==> config.mk <==
export PLATFORM = sky130hd
export DESIGN_NAME = ssar_readback
export DESIGN_NICKNAME = d
export VERILOG_FILES = /design/src/hdl/ssar_pkg.sv /design/src/hdl/ssar_readback.sv
export SDC_FILE = /design/constraint.sdc
export NUM_CORES = 1
export LEC_CHECK = 0
export CORE_MARGIN = 2
export CORE_UTILIZATION = 45
export DETAILED_ROUTE_END_ITERATION = 6
export DONT_BUFFER_PORTS = 1
export PLACE_DENSITY = 0.59
export SETUP_SLACK_MARGIN = 0.15
export SYNTH_ARGS = -nofsm -noshare
export SYNTH_HDL_FRONTEND = slang
export SYNTH_SLANG_ARGS = --single-unit
==> constraint.sdc <==
create_clock -name clock -period 4.6 [get_ports clock]
set_clock_uncertainty 0.2 [all_clocks]
set_input_delay 0.46 -clock clock [delete_from_list [all_inputs] [get_ports clock]]
set_output_delay 0.46 -clock clock [all_outputs]
set_load 0.005 [all_outputs]
==> src/hdl/ssar_pkg.sv <==
// Constants shared by the supply status and alarm readback block
package ssar_pkg;

  // ----------------------------------------------------------------
  // Link addressing and commands
  // ----------------------------------------------------------------
  localparam logic [6:0] DEV_ADDR     = 7'h58;
  localparam logic [7:0] CMD_SUMMARY  = 8'hd0;
  localparam logic [7:0] CMD_UNIT     = 8'hd1;
  localparam logic [7:0] CMD_ALARM    = 8'hd2;

  // ----------------------------------------------------------------
  // Frame layout
  // ----------------------------------------------------------------
  localparam logic [7:0] SUMMARY_COUNT = 8'h0b;
  localparam logic [7:0] ALARM_COUNT   = 8'h03;
  localparam logic [3:0] SUMMARY_LAST  = 4'hc;
  localparam logic [3:0] UNIT_LAST     = 4'h2;
  localparam logic [3:0] ALARM_LAST    = 4'h4;
  localparam logic [3:0] IDX_MAX       = 4'hf;
  localparam logic [3:0] BYTE_BITS     = 4'h8;
  localparam logic [2:0] TX_LAST_BIT   = 3'h7;
  localparam logic [2:0] TX_NEXT_TOP   = 3'h6;
  localparam logic [7:0] FILL_BYTE     = 8'hff;
  localparam logic [7:0] CRC_POLY      = 8'h07;
  localparam logic [7:0] CRC_INIT      = 8'h00;

  // ----------------------------------------------------------------
  // Reset values and limits
  // ----------------------------------------------------------------
  localparam logic       RESET_OC_HICCUP = 1'b1;
  localparam logic       RESET_OT_HICCUP = 1'b1;
  localparam int         SHARE_LIMIT_A   = 7;
  localparam logic [15:0] SHARE_LIMIT_MA = 16'(SHARE_LIMIT_A * 1000);

  // ----------------------------------------------------------------
  // Link engine states
  // ----------------------------------------------------------------
  typedef enum logic [2:0] {
    ST_IDLE = 3'b000,
    ST_RX   = 3'b001,
    ST_ACK  = 3'b010,
    ST_TX   = 3'b011,
    ST_HACK = 3'b100,
    ST_WAIT = 3'b101
  } ssar_state_t;

endpackage : ssar_pkg

==> src/hdl/ssar_readback.sv <==
// Status and alarm readback engine on the two-wire management link
// Operation
// Reads longer than two bytes use block read after repeated start.
// Block read starts with byte count excluding the check byte.
// Measured values go out low byte first, then high byte.
// Host not-acknowledging the check byte ends the transfer.
// Summary returns status, alarms, voltage, current, temperature in fixed order.
// Summary temperature is the reading nearest its shutdown limit.
// Unit status returns second then first status byte as word read.
// Alarm command returns alarm bytes three, two, one.
// Second status byte holds check error, invalid, or-ing fail, range, remote.
// Second status bit 6 selects overcurrent hiccup, default one.
// First status byte layout, over-temperature response defaults to hiccup.
// Alarm three layout, unused bits zero, all default zero.
// Alarm two layout ending with share sourcing fault.
// Share sourcing above seven amperes raises the sourcing fault.
// Or-ing fault from host test or internal self test.
// Destructive or-ing fault shuts unit down, non-destructive only flags.
// Host confirms spare capacity before starting an or-ing test.
// Unused status and alarm bits always read zero.
// Every read of a known command ends with a packet error check byte; a read after an unknown command returns only fill bytes.
`timescale 1ns/1ps
`default_nettype none

module ssar_readback (
  // Clock and reset
  input  wire logic        clock,
  input  wire logic        rst_n,
  // Two-wire link
  input  wire logic        scl,
  input  wire logic        sdaIn,
  output logic             sdaOut,
  output logic             sdaOe,
  // Configuration from supply control
  input  wire logic        cfgWrite,
  input  wire logic        cfgOcHiccup,
  input  wire logic        cfgOtHiccup,
  input  wire logic        clearFaults,
  // Status inputs
  input  wire logic        pecFailEvent,
  input  wire logic        valueRangeError,
  input  wire logic        remoteOnHigh,
  input  wire logic        internalFault,
  input  wire logic        shutdownIn,
  input  wire logic        serviceLedOn,
  input  wire logic        externalFault,
  input  wire logic        indicatorCheckActive,
  input  wire logic        outputOn,
  // Or-ing test events
  input  wire logic        oringTestDone,
  input  wire logic        oringTestPass,
  input  wire logic        oringSelfFail,
  input  wire logic        oringDestructive,
  // Alarm inputs
  input  wire logic        interlockOpen,
  input  wire logic        fuseFail,
  input  wire logic [2:0]  commFaults,
  input  wire logic [7:1]  alarm2Flags,
  input  wire logic [7:0]  alarm1Flags,
  input  wire logic [15:0] shareCurrentMa,
  // Measurements
  input  wire logic [15:0] voltage,
  input  wire logic [15:0] current,
  input  wire logic [15:0] tempConv,
  input  wire logic [15:0] tempConvLimit,
  input  wire logic [15:0] tempInput,
  input  wire logic [15:0] tempInputLimit,
  // Unit control
  output logic             unitShutdown
);

  // ----------------------------------------------------------------
  // Helpers
  // ----------------------------------------------------------------
  function automatic logic [7:0] crcNext(input logic [7:0] crc, input logic [7:0] data);
    logic [7:0] c;
    c = crc ^ data;
    for (int i = 0; i < 8; i++)
    begin
      c = c[7] ? ((c << 1) ^ ssar_pkg::CRC_POLY) : (c << 1);
    end
    return c;
  endfunction : crcNext

  function automatic logic [3:0] cmdLast(input logic [7:0] cmd);
    unique case (cmd)
      ssar_pkg::CMD_SUMMARY: return ssar_pkg::SUMMARY_LAST;
      ssar_pkg::CMD_UNIT:    return ssar_pkg::UNIT_LAST;
      ssar_pkg::CMD_ALARM:   return ssar_pkg::ALARM_LAST;
      default:               return 4'h0;
    endcase
  endfunction : cmdLast

  // ----------------------------------------------------------------
  // Status and alarm state
  // ----------------------------------------------------------------
  logic        ocHiccup_reg,   ocHiccup_next;
  logic        otHiccup_reg,   otHiccup_next;
  logic        pecErr_reg,     pecErr_next;
  logic        invalid_reg,    invalid_next;
  logic        oringFail_reg,  oringFail_next;
  logic        oringOk_reg,    oringOk_next;
  logic        oringFault_reg, oringFault_next;
  logic        shutLatch_reg,  shutLatch_next;
  logic        shareFault_reg, shareFault_next;
  logic        shutdown_reg,   shutdown_next;
  logic [15:0] tempSel_reg,    tempSel_next;
  logic        invalidSet;
  logic        oringEvt;
  logic [15:0] marginConv;
  logic [15:0] marginInput;
  logic [7:0]  status2;
  logic [7:0]  status1;
  logic [7:0]  alarm3;
  logic [7:0]  alarm2;

  always_comb
  begin
    oringEvt        = (oringTestDone & ~oringTestPass) | oringSelfFail;
    ocHiccup_next   = cfgWrite ? cfgOcHiccup : ocHiccup_reg;
    otHiccup_next   = cfgWrite ? cfgOtHiccup : otHiccup_reg;
    // Hardware set wins over a clear arriving in the same cycle
    pecErr_next     = pecFailEvent | (pecErr_reg & ~clearFaults);
    invalid_next    = invalidSet | (invalid_reg & ~clearFaults);
    oringFail_next  = (oringTestDone & ~oringTestPass) | (oringFail_reg & ~clearFaults);
    oringOk_next    = oringTestDone ? oringTestPass : oringOk_reg;
    // host test or self test
    oringFault_next = oringEvt | (oringFault_reg & ~clearFaults);
    // only destructive faults shut down
    shutLatch_next  = (oringEvt & oringDestructive) | (shutLatch_reg & ~clearFaults);
    shutdown_next   = shutdownIn | shutLatch_next;
    // sourcing limit
    shareFault_next = shareCurrentMa > ssar_pkg::SHARE_LIMIT_MA;
    // reading with least headroom to its shutdown limit
    marginConv      = (tempConv >= tempConvLimit) ? 16'h0000 : tempConvLimit - tempConv;
    marginInput     = (tempInput >= tempInputLimit) ? 16'h0000 : tempInputLimit - tempInput;
    tempSel_next    = (marginInput < marginConv) ? tempInput : tempConv;
  end

  always_ff @(posedge clock or negedge rst_n)
  begin
    if (!rst_n)
    begin
      ocHiccup_reg   <= ssar_pkg::RESET_OC_HICCUP;
      otHiccup_reg   <= ssar_pkg::RESET_OT_HICCUP;
      pecErr_reg     <= 1'b0;
      invalid_reg    <= 1'b0;
      oringFail_reg  <= 1'b0;
      oringOk_reg    <= 1'b0;
      oringFault_reg <= 1'b0;
      shutLatch_reg  <= 1'b0;
      shareFault_reg <= 1'b0;
      shutdown_reg   <= 1'b0;
      tempSel_reg    <= 16'h0000;
    end
    else
    begin
      ocHiccup_reg   <= ocHiccup_next;
      otHiccup_reg   <= otHiccup_next;
      pecErr_reg     <= pecErr_next;
      invalid_reg    <= invalid_next;
      oringFail_reg  <= oringFail_next;
      oringOk_reg    <= oringOk_next;
      oringFault_reg <= oringFault_next;
      shutLatch_reg  <= shutLatch_next;
      shareFault_reg <= shareFault_next;
      shutdown_reg   <= shutdown_next;
      tempSel_reg    <= tempSel_next;
    end
  end

  assign unitShutdown = shutdown_reg;
  // second status byte
  assign status2 = {pecErr_reg, ocHiccup_reg, invalid_reg, 1'b0,
                    oringFail_reg, 1'b0, valueRangeError, remoteOnHigh};
  // first status byte
  assign status1 = {otHiccup_reg, oringOk_reg, internalFault, shutdown_reg,
                    serviceLedOn, externalFault, indicatorCheckActive, outputOn};
  // alarm three
  assign alarm3  = {interlockOpen, fuseFail, commFaults, 2'b00, oringFault_reg};
  // alarm two
  assign alarm2  = {alarm2Flags, shareFault_reg};

  // ----------------------------------------------------------------
  // Link engine
  // ----------------------------------------------------------------
  ssar_pkg::ssar_state_t state_reg, state_next;
  logic        sclPrev_reg,   sclPrev_next;
  logic        sdaPrev_reg,   sdaPrev_next;
  logic [3:0]  bitCnt_reg,    bitCnt_next;
  logic [7:0]  shift_reg,     shift_next;
  logic        addrPhase_reg, addrPhase_next;
  logic        rdMode_reg,    rdMode_next;
  logic [7:0]  cmd_reg,       cmd_next;
  logic [3:0]  idx_reg,       idx_next;
  logic [7:0]  crc_reg,       crc_next;
  logic [7:0]  txByte_reg,    txByte_next;
  logic        sdaOe_reg,     sdaOe_next;
  logic        sdaOut_reg;
  logic        sclRise, sclFall, startCond, stopCond;
  logic [3:0]  lastIdx, loadIdx;
  logic [7:0]  loadByte;
  logic [7:0]  sumBytes [0:11];
  logic [7:0]  alarmBytes [0:3];

  assign sclRise   = scl & ~sclPrev_reg;
  assign sclFall   = ~scl & sclPrev_reg;
  assign startCond = scl & sclPrev_reg & sdaPrev_reg & ~sdaIn;
  assign stopCond  = scl & sclPrev_reg & ~sdaPrev_reg & sdaIn;
  assign lastIdx   = cmdLast(cmd_reg);
  assign loadIdx   = (state_reg == ssar_pkg::ST_ACK) ? 4'h0 :
                     (idx_reg == ssar_pkg::IDX_MAX) ? ssar_pkg::IDX_MAX : idx_reg + 4'h1;

  // summary frame, count first, measurements low byte first
  assign sumBytes = '{ssar_pkg::SUMMARY_COUNT, status2, status1, alarm3, alarm2,
                      alarm1Flags, voltage[7:0], voltage[15:8], current[7:0],
                      current[15:8], tempSel_reg[7:0], tempSel_reg[15:8]};
  // alarm block read
  assign alarmBytes = '{ssar_pkg::ALARM_COUNT, alarm3, alarm2, alarm1Flags};

  always_comb
  begin
    loadByte = ssar_pkg::FILL_BYTE;
    if (lastIdx != 4'h0 && loadIdx < lastIdx)
    begin
      unique case (cmd_reg)
        ssar_pkg::CMD_SUMMARY: loadByte = sumBytes[loadIdx];
        // word read, second status first
        ssar_pkg::CMD_UNIT:    loadByte = (loadIdx == 4'h0) ? status2 : status1;
        default:               loadByte = alarmBytes[loadIdx[1:0]];
      endcase
    end
    // check byte follows the last data byte
    else if (lastIdx != 4'h0 && loadIdx == lastIdx)
      loadByte = crc_reg;
  end

  always_comb
  begin
    state_next     = state_reg;
    sclPrev_next   = scl;
    sdaPrev_next   = sdaIn;
    bitCnt_next    = bitCnt_reg;
    shift_next     = shift_reg;
    addrPhase_next = addrPhase_reg;
    rdMode_next    = rdMode_reg;
    cmd_next       = cmd_reg;
    idx_next       = idx_reg;
    crc_next       = crc_reg;
    txByte_next    = txByte_reg;
    sdaOe_next     = sdaOe_reg;
    invalidSet     = 1'b0;
    if (startCond)
    begin
      // Check byte covers the whole frame, so only a fresh start clears it
      state_next     = ssar_pkg::ST_RX;
      bitCnt_next    = 4'h0;
      addrPhase_next = 1'b1;
      sdaOe_next     = 1'b0;
      if (state_reg == ssar_pkg::ST_IDLE)
        crc_next = ssar_pkg::CRC_INIT;
    end
    else if (stopCond)
    begin
      state_next = ssar_pkg::ST_IDLE;
      sdaOe_next = 1'b0;
    end
    else
    begin
      unique case (state_reg)
        ssar_pkg::ST_IDLE, ssar_pkg::ST_WAIT: ;
        ssar_pkg::ST_RX:
        begin
          if (sclRise && bitCnt_reg < ssar_pkg::BYTE_BITS)
          begin
            shift_next  = {shift_reg[6:0], sdaIn};
            bitCnt_next = bitCnt_reg + 4'h1;
          end
          else if (sclFall && bitCnt_reg == ssar_pkg::BYTE_BITS)
          begin
            if (addrPhase_reg && shift_reg[7:1] != ssar_pkg::DEV_ADDR)
              state_next = ssar_pkg::ST_IDLE;
            else
            begin
              state_next = ssar_pkg::ST_ACK;
              sdaOe_next = 1'b1;
              crc_next   = crcNext(crc_reg, shift_reg);
              if (addrPhase_reg)
                rdMode_next = shift_reg[0];
              else
              begin
                cmd_next   = shift_reg;
                invalidSet = (cmdLast(shift_reg) == 4'h0);
              end
            end
          end
        end
        ssar_pkg::ST_ACK:
        begin
          if (sclFall)
          begin
            sdaOe_next = 1'b0;
            // read direction whenever the address read bit is set, after any start
            if (addrPhase_reg && rdMode_reg)
            begin
              state_next  = ssar_pkg::ST_TX;
              idx_next    = loadIdx;
              txByte_next = loadByte;
              sdaOe_next  = ~loadByte[7];
              bitCnt_next = 4'h0;
            end
            else if (addrPhase_reg)
            begin
              state_next     = ssar_pkg::ST_RX;
              addrPhase_next = 1'b0;
              bitCnt_next    = 4'h0;
            end
            else
              state_next = ssar_pkg::ST_WAIT;
          end
        end
        ssar_pkg::ST_TX:
        begin
          if (sclFall)
          begin
            if (bitCnt_reg[2:0] == ssar_pkg::TX_LAST_BIT)
            begin
              state_next  = ssar_pkg::ST_HACK;
              sdaOe_next  = 1'b0;
              bitCnt_next = 4'h0;
              crc_next    = crcNext(crc_reg, txByte_reg);
            end
            else
            begin
              bitCnt_next = bitCnt_reg + 4'h1;
              sdaOe_next  = ~txByte_reg[3'(ssar_pkg::TX_NEXT_TOP - bitCnt_reg[2:0])];
            end
          end
        end
        ssar_pkg::ST_HACK:
        begin
          // host not-acknowledge closes the read
          if (sclRise && sdaIn)
            state_next = ssar_pkg::ST_WAIT;
          else if (sclFall)
          begin
            state_next  = ssar_pkg::ST_TX;
            idx_next    = loadIdx;
            txByte_next = loadByte;
            sdaOe_next  = ~loadByte[7];
          end
        end
        default: state_next = ssar_pkg::ST_IDLE;
      endcase
    end
  end

  always_ff @(posedge clock or negedge rst_n)
  begin
    if (!rst_n)
    begin
      state_reg     <= ssar_pkg::ST_IDLE;
      sclPrev_reg   <= 1'b1;
      sdaPrev_reg   <= 1'b1;
      bitCnt_reg    <= 4'h0;
      shift_reg     <= 8'h00;
      addrPhase_reg <= 1'b0;
      rdMode_reg    <= 1'b0;
      cmd_reg       <= 8'h00;
      idx_reg       <= 4'h0;
      crc_reg       <= ssar_pkg::CRC_INIT;
      txByte_reg    <= 8'h00;
      sdaOe_reg     <= 1'b0;
      sdaOut_reg    <= 1'b0;
    end
    else
    begin
      state_reg     <= state_next;
      sclPrev_reg   <= sclPrev_next;
      sdaPrev_reg   <= sdaPrev_next;
      bitCnt_reg    <= bitCnt_next;
      shift_reg     <= shift_next;
      addrPhase_reg <= addrPhase_next;
      rdMode_reg    <= rdMode_next;
      cmd_reg       <= cmd_next;
      idx_reg       <= idx_next;
      crc_reg       <= crc_next;
      txByte_reg    <= txByte_next;
      sdaOe_reg     <= sdaOe_next;
      sdaOut_reg    <= 1'b0;
    end
  end

  // Open drain: the pin is only ever pulled low
  assign sdaOut = sdaOut_reg;
  assign sdaOe  = sdaOe_reg;
endmodule : ssar_readback

`default_nettype wire
==> flow_summary_export.csv <==
group,metric,value,unit
final_layout,area_delta_synth_final,9.607,%
floorplanning,fp-row-count,46,
pwr,power_density,535.1,mW/mm^2
final_layout,finalNetCount,1097,
setup_path,crit_chain,"inv_1 > ha_1 > and4_1 > nand2_1 > o31ai_1 > buf_12 > nor2_1 > ha_1 > or3_1 > o21ai_0 > a21oi_1 > a31oi_1 > nand2_1 > o21ai_4 > buf_12 > mux2i_1",
pwr,pwr-share-seq,25.2,%
routing,vias_per_cell,5.864,
sta,finalHoldViolCount,0,
final_layout,fillerInstances,1564,
sta,fin_crit_sh,88.20,%
routing,via_count,6497,
placement,placed_cells,1087,
global_route,grt_pass1_vias,6467,
cts,root_buffer,"clkbuf_16",
cts,cts_max_path_buffers,2,
synthesis,synth-main-ff-cell,"dfrtp_1",
routing,ant_nets,0,
synthesis,syn_nets,1091,
final_layout,mostFrequentLayoutCells,"nand2_1 (111), dfrtp_1 (70), inv_1 (61), a21oi_1 (61)",
final_layout,finalNonFillerCells,1108,
global_route,grt.overflow.total,0,
pwr,clockPowerShare,18.5,%
sta,slew_viol_final,0,
placement,io_buffers,0,
pwr,switching_share,43.25,%
global_route,grt_max_degree,75,
pwr,intPower,2.406,mW
sta,grt_setup_unrepaired,"false",
floorplanning,initial_core_util,45.83,%
floorplanning,die_w,130.7,um
setup_path,cp-start-kind,"primary input",
final_layout,largest_reg_flops,16,
routing,drt_first_pass_iters,5,
final_layout,drive_gt1_share,10.43,%
pwr,power,4.239,mW
sta,slew_headroom,35.60,%
synthesis,syn_area,0.007228,mm^2
cts,ctsResizeCount,0,
final_layout,regArea,0.001857,mm^2
floorplanning,die_area,0.01709,mm^2
min_path,hold_class,"in2reg",
setup_path,cp.arrival,4.11,ns
routing,wirelength,21350,um
placement,gp_congestion,0.9270,
floorplanning,ios,156,
cts,insertion_delay,0.34,ns
final_layout,antenna_cells,0,
routing,drt-initial-drc-count,276,
synthesis,ys_async_sr_fraction,100.0,%
synthesis,syn_area_per_cell,8.205,um^2
pwr,power_frac_comb,56.3,%
floorplanning,die_height,130.7,um
synthesis,synth_edf_count,0,
global_route,antenna_found_initial,1,
sta,tightest_slew,0.9578,ns
setup_path,endpoint_kind,"flip-flop",
synthesis,synth.distinct_cells,83,
cts,cts_tree,"built",
cts,cts_setup_buffers,0,
floorplanning,core_area,0.01577,mm^2
synthesis,yosysWarnings,0,
cts,cts_buffers,9,
cts,cts.htree.levels,3,
synthesis,ys_seq_area_share,25.69,%
pwr,p_leak,3.585,nW
cts,clk_pin_slew_worst_paths,0.06,ns
job,max_cap_viol_count,0,
sta,finalSetupViolCount,0,
cts,numClockSinks,74,
global_route,track_usage,25.24,%
setup_path,cp_max_fo,15,
pwr,ir_drop,0.2609,mV
sta,setup-tns-final,0,ns
routing,wl_per_cell,19.26,um
status,status,"complete, no violations",
global_route,grt_pass1_wl,33050,um
setup_path,path_class,"in2reg",
sta,min_period,4.057,ns
placement,hpwl,17360,um
cts,ctsHoldBuffers,5,
sta,fmax,0.2465,GHz
synthesis,synth_cells,881,
setup_path,cp_slowest_cell,"o31ai_1",
synthesis,ys_ff_latch,74,
final_layout,multiInputGateArea,0.004996,mm^2
setup_path,required,4.66,ns
final_layout,final_common_cell,"nand2_1",
setup_path,cp_slowest_stage_delay,0.82,ns
routing,drc,0,
pwr,switching_power,1.834,mW
==> power by group through the flow <==
| stage | clock network, mW | registers [mW] | logic [mW] |
|---|---|---|---|
| after global routing | 0.826 | 1.10 | 2.65 |
| after detailed placement | 0 | 1.08 | 2.36 |
| after CTS | 0.802 | 1.07 | 2.39 |
| after floorplan | 0 | 0.977 | 1.95 |
| after global placement | 0 | 1.08 | 2.34 |
| final | 0.783 | 1.07 | 2.39 |
==> layout make-up <==
type	count	area share, %
timing repair buffer	25	3.064
clock buffer	10	3.016
sequential	74	23.44
inverter	61	2.890
tap	216	3.411
clock inverter	6	1.121
multi-input combinational	716	63.06
==> kinds of logic (layout without fill, tap and decap cells) <==
group           Yosys count  after routing  share of synthesized area (%)
fa+ha+maj                57             57                          10.07
compound gates          242            242                          22.21
xor+xnor                 68             68                          8.240
simple gates            289            289                          19.60
buf+inv                  91            102                          5.193
mux                      59             59                          8.949
other cells               1              1                        0.05188
flops                    74             74                          25.69
==> per-layer routing <==
layer	wire length, um	vias up	GRT usage [%]	part of all wire (%)
met2	11120	188	46.35	52
li1	-	3185	-	-
met5	0	-	0	0
met3	1196	54	5.945	5.6
met4	931	0	12.52	4.4
met1	8100	3070	27.11	38
==> Yosys cell counts, types with 6 or more instances <==
library cell  instances  area share (%)
nor2b_1              11            0.95
xor2_1               27             3.3
nand4_1               8            0.69
a21o_1               18             1.9
or3_1                 6            0.52
o22ai_1              10            0.87
nand3_1              29             2.0
o31ai_1               8            0.83
a31oi_1              17             1.5
nand2b_1             13             1.1
a211oi_1              9            0.93
o21ai_0              55             3.8
mux2i_1              32             4.4
and3_1               11            0.95
inv_1                61             3.2
a22oi_1               6            0.62
clkbuf_1             18            0.93
nand2_1             111             5.8
o211ai_1              8            0.83
nor3_1               18             1.2
buf_2                 8            0.55
a21oi_1              61             4.2
xnor2_1              41             5.0
mux2_2               24             3.7
nor2_1               49             2.5
dfrtp_1              70              24
ha_1                 55             9.5
==> worst max-delay path, delay by kind of cell <==
kind / cells / cell delay, ns
AND/OR/NAND/NOR: 5 / 0.88
adder cells (fa/ha/maj): 2 / 0.70
buffers and inverters: 3 / 0.43
AO/OA/AOI/OAI: 5 / 1.41
multiplexers: 1 / 0.21
==> stage by stage <==
| stage | hold slack, ns | worst slack [ns] | area (um^2) | util (%) |
|---|---|---|---|---|
| floorplan | -0.03559 | 0.4229 | 7228 | - |
| global placement | -0.03341 | 0.3289 | 7527 | 47.73 |
| detailed placement | -0.03334 | 0.2342 | 7527 | 47.73 |
| CTS | 0.006639 | 0.5833 | 7923 | 50.24 |
| global route | 0.0009587 | 0.2343 | 7923 | 50.24 |
| finish | 0.01304 | 0.5427 | 7923 | 50.24 |
==> path summary, 6_finish.rpt <==
kind,start,endpoint,slack (ns),cells past startpoint
max,tempInput[11],tempSel_reg[11],0.54,16
min,clearFaults,invalid_reg,0.01,1
max reg2reg,idx_reg[0],sdaOe,1.10,15
min reg2reg,cmd_reg[4],cmd_reg[4],0.30,1
max in group asynchronous,rst_n,otHiccup_reg,3.34,2
min in group asynchronous,rst_n,shift_reg[2],0.49,2
No activity file was read; power rests on OpenSTA's default activity.
